`config.mk`:
```
export PLATFORM = sky130hd
export DESIGN_NAME = hbp_port
export DESIGN_NICKNAME = d
export VERILOG_FILES = /design/src/rtl/hbp_pkg.sv /design/src/rtl/hbp_pin_if.sv /design/src/rtl/hbp_port.sv /design/src/rtl/hbp_sync.sv
export VERILOG_INCLUDE_DIRS = /design/src /design/src/rtl
export SDC_FILE = /design/constraint.sdc
export NUM_CORES = 1
export LEC_CHECK = 0
export BUFFER_PORTS_ARGS = -buffer_cell sky130_fd_sc_hd__buf_2
export CORE_MARGIN = 2
export CORE_UTILIZATION = 54
export DETAILED_ROUTE_END_ITERATION = 7
export PLACE_DENSITY = 0.82
export SLEW_MARGIN = 20
export SYNTH_ARGS = -nofsm -noshare
export SYNTH_HDL_FRONTEND = slang
export SYNTH_SLANG_ARGS = --single-unit
```
`constraint.sdc`:
```
create_clock -name CLOCK -period 3.8 [get_ports CLOCK]
set_input_delay 0.19 -clock CLOCK [delete_from_list [all_inputs] [get_ports CLOCK]]
set_output_delay 0.19 -clock CLOCK [all_outputs]
set_load 0.005 [all_outputs]
```
`src/rtl/hbp_defines.svh`:
```
// Constants of the dual-style host bus port: widths, reset values, pin idle levels.
// Included by the package and by the modules; the guard keeps a single copy.
`ifndef HBP_DEFINES_SVH
`define HBP_DEFINES_SVH

`define HBP_DATA_W      8            // Data bus width
`define HBP_ADDR_W      3            // Register address lines
`define HBP_CHAN_N      2            // Number of UART channels
`define HBP_PINS_W      16           // Width of the gathered pin group
`define HBP_PINS_IDLE   16'hF800     // Style high, strobes and selects high, rest low
`define HBP_DATA_RST    8'h00        // Reset value of data holding flops
`define HBP_ADDR_RST    3'h0         // Reset value of the latched address
`define HBP_CHAN_RST    1'h0         // Reset value of the latched channel

`endif

```
`src/rtl/hbp_pkg.sv`:
```
// Types shared by the host bus port modules.
// Assumes hbp_defines.svh is found on the include path.
`include "hbp_defines.svh"

package hbp_pkg;

    typedef logic [`HBP_DATA_W-1:0] hbp_data_t;   // One bus byte
    typedef logic [`HBP_ADDR_W-1:0] hbp_addr_t;   // Register index in a channel
    typedef logic [`HBP_CHAN_N-1:0] hbp_chan_t;   // One bit per channel

    // Access sequencer states, Gray along idle, request, hold
    typedef enum logic [1:0] {
        HBP_IDLE    = 2'h0,
        HBP_RD_REQ  = 2'h1,
        HBP_RD_HOLD = 2'h3,
        HBP_WR_HOLD = 2'h2
    } hbp_state_e;

    // Host pins gathered in one group, MSB first
    typedef struct packed {
        logic      style;      // Bus style strap, high selects separate strobes
        logic      rd_n;       // Read strobe
        logic      wr_n;       // Write strobe or direction line
        logic      first_channel_select_n;   // First channel select or chip select
        logic      second_channel_select_n;  // Second channel select or channel bit
        hbp_addr_t addr;       // Register address
        hbp_data_t data;       // Data bus as seen at the pins
    } hbp_pins_s;

endpackage

```
`src/rtl/hbp_pin_if.sv`:
```
// Carrier of the synchronised host pin group between synchroniser and core.
// Assumes both ends run on the same clock.
`timescale 1ns/10ps

interface hbp_pin_if;
    hbp_pkg::hbp_pins_s pins;   // Pin levels after two flops

    modport sync_mp (output pins);
    modport core_mp (input  pins);
endinterface

```
`src/rtl/hbp_port.sv`:
```
// Host bus port of a dual-channel UART: separate-strobe or direction-line style.
// Assumes the register file answers REG_RD_DATA in the same cycle as REG_RD_STB,
// and a pad ring builds the data and interrupt wires from the output enables.
`timescale 1ns/10ps
`include "hbp_defines.svh"

module hbp_port (
    input  wire logic              CLOCK,                    // System clock, 200 MHz
    input  wire logic              RESET_N,                  // Asynchronous reset, active low
    input  wire logic              BUS_STYLE,                // Bus style strap
    input  wire logic              READ_STROBE_N,            // Read strobe pin
    input  wire logic              WRITE_STROBE_N,           // Write strobe or direction pin
    input  wire logic              FIRST_CHANNEL_SELECT_N,   // First select or chip select
    input  wire logic              SECOND_CHANNEL_SELECT_N,  // Second select or channel bit
    input  wire hbp_pkg::hbp_addr_t REGISTER_ADDRESS,        // Register address pins
    input  wire hbp_pkg::hbp_data_t DATA_IN,                 // Data bus level at the pins
    output      hbp_pkg::hbp_data_t DATA_OUT,                // Data bus drive value
    output logic                   DATA_OE,                  // Data bus output enable
    output logic                   FIRST_CHANNEL_IRQ_O,      // Interrupt pin drive value
    output logic                   FIRST_CHANNEL_IRQ_OE,     // Interrupt pin output enable
    output logic                   FIRST_AUX_OUTPUT_N,       // First channel aux output
    input  wire hbp_pkg::hbp_chan_t IRQ_OUTPUT_ENABLE,       // Per channel irq output enable
    input  wire hbp_pkg::hbp_chan_t CHANNEL_IRQ_PEND,        // Per channel pending interrupt
    output logic                   REG_CHAN,                 // Channel of the access
    output      hbp_pkg::hbp_addr_t REG_ADDR,                // Register of the access
    output logic                   REG_RD_STB,               // Read request, one cycle
    input  wire hbp_pkg::hbp_data_t REG_RD_DATA,             // Read answer, same cycle
    output logic                   REG_WR_STB,               // Write strobe, one cycle
    output      hbp_pkg::hbp_data_t REG_WR_DATA              // Write byte
);
    import hbp_pkg::*;

    typedef struct packed {
        hbp_state_e state;     // Access sequencer
        logic       chan;      // Latched channel
        hbp_addr_t  addr;      // Latched register address
        logic       rd_stb;    // Read request, one cycle
        logic       wr_stb;    // Write strobe, one cycle
        hbp_data_t  wr_data;   // Write byte, tracked while strobe low
        hbp_data_t  rd_data;   // Byte driven to the host
        logic       data_oe;   // Data bus enable
        logic       irq_o;     // Interrupt pin value
        logic       irq_oe;    // Interrupt pin enable
        logic       aux_n;     // Aux output
    } hbp_core_s;

    hbp_core_s  st_q;          // Registered state
    hbp_core_s  st_d;          // Next state
    logic       sep;           // Separate-strobe style in force
    logic       sel_any;       // Some channel selected, separate style
    logic       rd_act;        // A read access is active
    logic       wr_act;        // A write access is active
    logic       chan_now;      // Channel the pins point at

    hbp_pin_if  pin_if ();     // Synchronised pins

    // All pins pass two flops before use
    hbp_sync u_sync (
        .CLOCK   (CLOCK),
        .RESET_N (RESET_N),
        .PINS    ({BUS_STYLE, READ_STROBE_N, WRITE_STROBE_N, FIRST_CHANNEL_SELECT_N,
                   SECOND_CHANNEL_SELECT_N, REGISTER_ADDRESS, DATA_IN}),
        .sy      (pin_if.sync_mp)
    );

    // Decode the access from the pins according to the style
    always_comb begin
        sep     = pin_if.pins.style;
        sel_any = !pin_if.pins.first_channel_select_n ||
                  !pin_if.pins.second_channel_select_n;
        if (sep) begin
            // First select wins if the host breaks the one-select rule
            chan_now = pin_if.pins.first_channel_select_n;
            rd_act   = sel_any && !pin_if.pins.rd_n;
            wr_act   = sel_any && !pin_if.pins.wr_n;
        end else begin
            // Read strobe ignored; write pin gives the direction
            chan_now = pin_if.pins.second_channel_select_n;
            rd_act   = !pin_if.pins.first_channel_select_n && pin_if.pins.wr_n;
            wr_act   = !pin_if.pins.first_channel_select_n && !pin_if.pins.wr_n;
        end
    end

    // Sequencer and output next values
    always_comb begin
        st_d        = st_q;
        st_d.rd_stb = 1'h0;
        st_d.wr_stb = 1'h0;
        case (st_q.state)
            HBP_IDLE: begin
                // Start only from an idle bus, so a new access needs a fresh edge
                if (rd_act) begin
                    st_d.chan   = chan_now;
                    st_d.addr   = pin_if.pins.addr;
                    st_d.rd_stb = 1'h1;
                    st_d.state  = HBP_RD_REQ;
                end else if (wr_act) begin
                    st_d.chan    = chan_now;
                    st_d.addr    = pin_if.pins.addr;
                    st_d.wr_data = pin_if.pins.data;
                    st_d.state   = HBP_WR_HOLD;
                end
            end
            HBP_RD_REQ: begin
                // Register answer arrives now; start driving
                st_d.rd_data = REG_RD_DATA;
                st_d.data_oe = 1'h1;
                st_d.state   = HBP_RD_HOLD;
            end
            HBP_RD_HOLD: begin
                // Hold the byte until the host lets the strobe rise
                if (!rd_act) begin
                    st_d.data_oe = 1'h0;
                    st_d.state   = HBP_IDLE;
                end
            end
            HBP_WR_HOLD: begin
                // Track address and data; commit on the rising edge
                if (wr_act) begin
                    st_d.addr    = pin_if.pins.addr;
                    st_d.wr_data = pin_if.pins.data;
                end else begin
                    st_d.wr_stb = 1'h1;
                    st_d.state  = HBP_IDLE;
                end
            end
            default: begin
                st_d.data_oe = 1'h0;
                st_d.state   = HBP_IDLE;
            end
        endcase
        // Interrupt pin follows style, enable and pending state
        if (sep) begin
            st_d.irq_o  = CHANNEL_IRQ_PEND[0];
            st_d.irq_oe = IRQ_OUTPUT_ENABLE[0];
        end else begin
            st_d.irq_o  = 1'h0;
            st_d.irq_oe = |CHANNEL_IRQ_PEND;
        end
        st_d.aux_n = !IRQ_OUTPUT_ENABLE[0];
    end

    // State register
    always_ff @(posedge CLOCK or negedge RESET_N) begin
        if (!RESET_N) begin
            st_q <= '{state: HBP_IDLE, chan: `HBP_CHAN_RST, addr: `HBP_ADDR_RST,
                      rd_stb: 1'h0, wr_stb: 1'h0, wr_data: `HBP_DATA_RST,
                      rd_data: `HBP_DATA_RST, data_oe: 1'h0, irq_o: 1'h0,
                      irq_oe: 1'h0, aux_n: 1'h1};
        end else begin
            st_q <= st_d;
        end
    end

    // Outputs straight from the state flops
    assign DATA_OUT             = st_q.rd_data;
    assign DATA_OE              = st_q.data_oe;
    assign FIRST_CHANNEL_IRQ_O  = st_q.irq_o;
    assign FIRST_CHANNEL_IRQ_OE = st_q.irq_oe;
    assign FIRST_AUX_OUTPUT_N   = st_q.aux_n;
    assign REG_CHAN             = st_q.chan;
    assign REG_ADDR             = st_q.addr;
    assign REG_RD_STB           = st_q.rd_stb;
    assign REG_WR_STB           = st_q.wr_stb;
    assign REG_WR_DATA          = st_q.wr_data;

    // Read request carries the sampled address and channel
    property p_rd_req;
        @(posedge CLOCK) disable iff (!RESET_N)
        (st_q.state == HBP_IDLE && rd_act) |=>
            REG_RD_STB && REG_ADDR == $past(pin_if.pins.addr) && REG_CHAN == $past(chan_now);
    endproperty
    a_rd_req: assert property (p_rd_req) else $error("read request not issued");

    // Answer byte appears on the bus one cycle after the request
    property p_rd_drive;
        @(posedge CLOCK) disable iff (!RESET_N)
        REG_RD_STB |=> DATA_OE && DATA_OUT == $past(REG_RD_DATA);
    endproperty
    a_rd_drive: assert property (p_rd_drive) else $error("read byte not driven");

    // Bus released one cycle after the read ends, and still released the cycle after
    property p_rd_release;
        @(posedge CLOCK) disable iff (!RESET_N)
        (st_q.state == HBP_RD_HOLD && !rd_act) |=> !DATA_OE ##1 (DATA_OE == 1'h0);
    endproperty
    a_rd_release: assert property (p_rd_release) else $error("bus held too long");

    // Write commits the last byte seen before the strobe rose
    property p_wr_commit;
        @(posedge CLOCK) disable iff (!RESET_N)
        (st_q.state == HBP_WR_HOLD && wr_act) ##1 !wr_act |=>
            REG_WR_STB && REG_WR_DATA == $past(pin_if.pins.data, 2);
    endproperty
    a_wr_commit: assert property (p_wr_commit) else $error("write byte lost");

    // Direction style: write pin high starts a read, low a write
    property p_dir_rw;
        @(posedge CLOCK) disable iff (!RESET_N)
        (!sep && st_q.state == HBP_IDLE && !pin_if.pins.first_channel_select_n) |=>
            (REG_RD_STB == $past(pin_if.pins.wr_n)) && (st_q.state != HBP_IDLE);
    endproperty
    a_dir_rw: assert property (p_dir_rw) else $error("direction misdecoded");

    // No access starts without a select
    property p_no_sel;
        @(posedge CLOCK) disable iff (!RESET_N)
        (st_q.state == HBP_IDLE && pin_if.pins.first_channel_select_n &&
         (!sep || pin_if.pins.second_channel_select_n)) |=>
            st_q.state == HBP_IDLE;
    endproperty
    a_no_sel: assert property (p_no_sel) else $error("access without select");

    // Separate style: each select routes to its own channel
    property p_sep_chan;
        @(posedge CLOCK) disable iff (!RESET_N)
        (sep && st_q.state == HBP_IDLE && rd_act) |=>
            REG_CHAN == $past(pin_if.pins.first_channel_select_n);
    endproperty
    a_sep_chan: assert property (p_sep_chan) else $error("wrong channel");

    // Direction style: channel bit routes the access
    property p_dir_chan;
        @(posedge CLOCK) disable iff (!RESET_N)
        (!sep && st_q.state == HBP_IDLE && rd_act) |=>
            REG_CHAN == $past(pin_if.pins.second_channel_select_n);
    endproperty
    a_dir_chan: assert property (p_dir_chan) else $error("wrong channel bit");

    // Separate style: irq enable follows the control bit, aux is its inverse
    property p_irq_sep;
        @(posedge CLOCK) disable iff (!RESET_N)
        sep |=> FIRST_CHANNEL_IRQ_OE == $past(IRQ_OUTPUT_ENABLE[0]) &&
                FIRST_AUX_OUTPUT_N == !$past(IRQ_OUTPUT_ENABLE[0]);
    endproperty
    a_irq_sep: assert property (p_irq_sep) else $error("irq enable wrong");

    // Direction style: open drain, pulled low while either channel pends
    property p_irq_dir;
        @(posedge CLOCK) disable iff (!RESET_N)
        !sep |=> !FIRST_CHANNEL_IRQ_O && FIRST_CHANNEL_IRQ_OE == $past(|CHANNEL_IRQ_PEND);
    endproperty
    a_irq_dir: assert property (p_irq_dir) else $error("shared irq wrong");
endmodule

```
`src/rtl/hbp_sync.sv`:
```
// Two-flop synchroniser for the asynchronous host pin group.
// Assumes pins change freely with respect to CLOCK; bus skew settles within strobe setup.
`timescale 1ns/10ps
`include "hbp_defines.svh"

module hbp_sync (
    input  wire logic               CLOCK,    // System clock
    input  wire logic               RESET_N,  // Asynchronous reset, active low
    input  wire hbp_pkg::hbp_pins_s PINS,     // Raw pin levels
    hbp_pin_if.sync_mp              sy        // Synchronised pin levels
);
    import hbp_pkg::*;

    typedef struct packed {
        hbp_pins_s meta;   // First stage, read only by second stage
        hbp_pins_s sync;   // Second stage, safe to use
    } hbp_sync_s;

    hbp_sync_s  st_q;      // Registered state
    hbp_sync_s  st_d;      // Next state

    // Shift pins through two stages
    always_comb begin
        st_d      = st_q;
        st_d.meta = PINS;
        st_d.sync = st_q.meta;
    end

    // State register, pins idle under reset
    always_ff @(posedge CLOCK or negedge RESET_N) begin
        if (!RESET_N) begin
            st_q <= {`HBP_PINS_IDLE, `HBP_PINS_IDLE};
        end else begin
            st_q <= st_d;
        end
    end

    assign sy.pins = st_q.sync;
endmodule

```
==> results.sh <==
export IMPL_status="finished, final reports clean"
export IMPL_grt_usage_pct=16.5
export IMPL_use_met3_pct=8.39
export IMPL_finalCriticalPeriod_ps=1910
export IMPL_layout_commonest_cell="buf_2"
export IMPL_path_class="reg -> reg"
export IMPL_drt_antenna_violating_nets=0
export IMPL_hold_viol_final=0
export IMPL_setup_viol=0
export IMPL_seq_power_share_pct=48.3
export IMPL_diodes=0
export IMPL_p_clk_share_pct=29.6
export IMPL_rsz0062_at_grt="false"
export IMPL_pwr_share_comb_pct=22.1
export IMPL_avgSynthCellArea_um2=16.1
export IMPL_drt_iter0_drc=47
export IMPL_chipHeight_um=65.6
export IMPL_first_pass_iters=4
export IMPL_routedWlPerCell_um=12.5
export IMPL_arrival_ps=2110
export IMPL_drc_errors=0
export IMPL_power_density_mw_per_mm2=695
export IMPL_cts_tree="built"
export IMPL_cp_end_kind="flip-flop"
export IMPL_vdd_drop_max_uv=432
export IMPL_grt_max_degree=61
export IMPL_syn_area_mm2=0.00205
export IMPL_clk_pin_slew_ps=60
export IMPL_initial_core_util_pct=55.9
export IMPL_cts_path_max_buffers=2
export IMPL_vias=1130
export IMPL_syn_inst=127
export IMPL_slew_headroom_pct=53.8
export IMPL_ctsHoldBuffers=17
export IMPL_yosys_register_bits=60
export IMPL_fin_crit_sh_pct=50.3
export IMPL_clk_latency_ps=320
export IMPL_met1_usage_pct=17.5
export IMPL_multi_input_area_um2=379
export IMPL_final_max_slew_viol_count=0
export IMPL_grt_pass1_vias=1149
export IMPL_htreeDepth=3
export IMPL_area_delta_synth_final_pct=27.0
export IMPL_synth_cell_types=22
export IMPL_cts_resized=0
export IMPL_syn_nets=157
export IMPL_max_stage_delay_ps=590
export IMPL_die_area_mm2=0.00430
export IMPL_min_path_type="in -> async"
export IMPL_antenna_found_initial=0
export IMPL_ioPinCount=56
export IMPL_layout_drive_gt1_share_pct=50.5
export IMPL_numCtsBuffers=9
export IMPL_skew_ps=6.71
export IMPL_cts_num_sinks=60
export IMPL_ys_warn_count=0
export IMPL_fin_nets=221
export IMPL_mostFrequentLayoutCells="buf_2 (54), dfrtp_1 (49), mux2_2 (19)"
export IMPL_gp_congestion=0.646
export IMPL_cp_max_fo=9
export IMPL_seq_area_frac_synth_pct=74.0
export IMPL_grt_util_met2_pct=28.1
export IMPL_cp_cell_sequence="nand2b_1 -> a21oi_1 -> or2_1 -> a21oi_4 -> mux2_2"
export IMPL_cap_violations=0
export IMPL_dp_hpwl_um=1990
export IMPL_postLayoutCoreUtil_pct=71.1
export IMPL_cts_root_buf="clkbuf_8"
export IMPL_start_kind="flip-flop"
export IMPL_p_int_w=0.00135
export IMPL_setup_tns_ps=0
export IMPL_drt_total_wl_um=3050
export IMPL_grt_ovfl_total=0
export IMPL_grt_busiest_layer="met2"
export IMPL_fillers=246
export IMPL_core_area_mm2=0.00366
export IMPL_crit_buf_inv=0
export IMPL_power_switching_w=0.000456
export IMPL_p_leak_nw=1.23
export IMPL_critical_path_top_delay_family="flip-flops"
export IMPL_post_cts_buffers=0
export IMPL_tightest_slew_ps=693
export IMPL_crit_required_ps=4000
export IMPL_worst_path_max_delay_cell="dfstp_2"
export IMPL_regArea_mm2=0.00152
export IMPL_rows=22
export IMPL_max_freq_mhz=523
export IMPL_via_per_inst=4.63
export IMPL_switching_share_pct=25.2
export IMPL_fp_dieW_um=65.6
export IMPL_grt_pass1_wl_um=5010
export IMPL_numPortBuffers=54
## power groups by stage
stage                     combinational, W  clock [W]  sequential (W)
final                             0.000400   0.000535        0.000874
after global routing              0.000445   0.000584        0.000893
after CTS                         0.000409   0.000549        0.000875
after detailed placement          0.000395          0        0.000885
after global placement            0.000378          0        0.000873
after floorplan                   0.000358          0        0.000869
## metal layers
metal  share of wire (%)  routed length [µm]  vias up
met4                 1.6                  48        0
li1                    -                   -      536
met3                 6.9                 209        6
met1                  40                1220      548
met5                   0                   0        -
met2                  52                1570       40
## cells in the mapped netlist
library cell	instances	area (µm²)
dfrtp_1	49	1230
buf_4	19	143
mux2_2	19	214
dfstp_2	11	289
a21oi_1	3	15.0
inv_1	3	11.3
nand2_1	3	11.3
nand2b_1	3	18.8
nor3_1	3	15.0
nor2_1	2	7.51
a21o_1	1	7.51
a21oi_4	1	16.3
and2_1	1	6.26
maj3_1	1	10.0
mux2i_1	1	10.0
nand3_1	1	5.00
nor2_2	1	6.26
o21a_1	1	7.51
o21ai_0	1	5.00
o311ai_0	1	8.76
o31a_1	1	8.76
or2_1	1	6.26
## metrics by stage
step	power, W	setup WS [ps]	hold slack [ps]	cell area [µm²]	instances
after CTS	0.00183	1870	20.2	2600	244
after floorplan	0.00123	2070	-106	2050	127
after global placement	0.00125	1950	296	2240	211
after detailed placement	0.00128	1880	296	2240	211
after global routing	0.00192	1790	67.8	2600	244
final	0.00181	1890	1.68	2600	244
## cell families after synthesis
logic type	share of synthesized area, %
flip-flops	74.0
buffers and inverters	7.51
multiplexers	10.9
AND/OR/NAND/NOR	3.73
AO/OA/AOI/OAI	3.36
adder cells (fa/ha/maj)	0.489
## final timing paths
kind	start	depth (start not counted)	to	slack, ps
max	u_sync.sy.pins[15]$_DFF_PN1_	5	REG_WR_DATA[2]$_DFFE_PN0P_	1890
min	RESET_N	2	u_sync.st_d[8]$_DFF_PN0_	2
max reg2reg	u_sync.sy.pins[15]$_DFF_PN1_	5	REG_WR_DATA[2]$_DFFE_PN0P_	1890
min reg2reg	u_sync.st_d[1]$_DFF_PN0_	0	u_sync.sy.pins[1]$_DFF_PN0_	350
max in group asynchronous	RESET_N	2	REG_WR_DATA[1]$_DFFE_PN0P_	3340
min in group CLOCK	CHANNEL_IRQ_PEND[0]	2	FIRST_CHANNEL_IRQ_O$_DFF_PN0_	100
## cell type report
class / instances / area share (%)
clock buffer: 14 / 5.87
multi-input combinational: 45 / 14.6
timing repair buffer: 72 / 17.2
tap: 48 / 2.31
sequential: 60 / 58.2
clock inverter: 2 / 1.35
inverter: 3 / 0.433
## flip-flops by register name (all words and copies together), names as in the netlist
signal	cells
u_sync.st_d	16
REG_WR_DATA	8
REG_RD_STB	1
DATA_OE	1
FIRST_CHANNEL_IRQ_O	1
FIRST_AUX_OUTPUT_N	1
DATA_OUT	8
REG_CHAN	1
FIRST_CHANNEL_IRQ_OE	1
REG_WR_STB	1
REG_ADDR	3
u_sync.sy.pins	16
st_q	2
No activity file was read; power rests on OpenSTA's default activity.
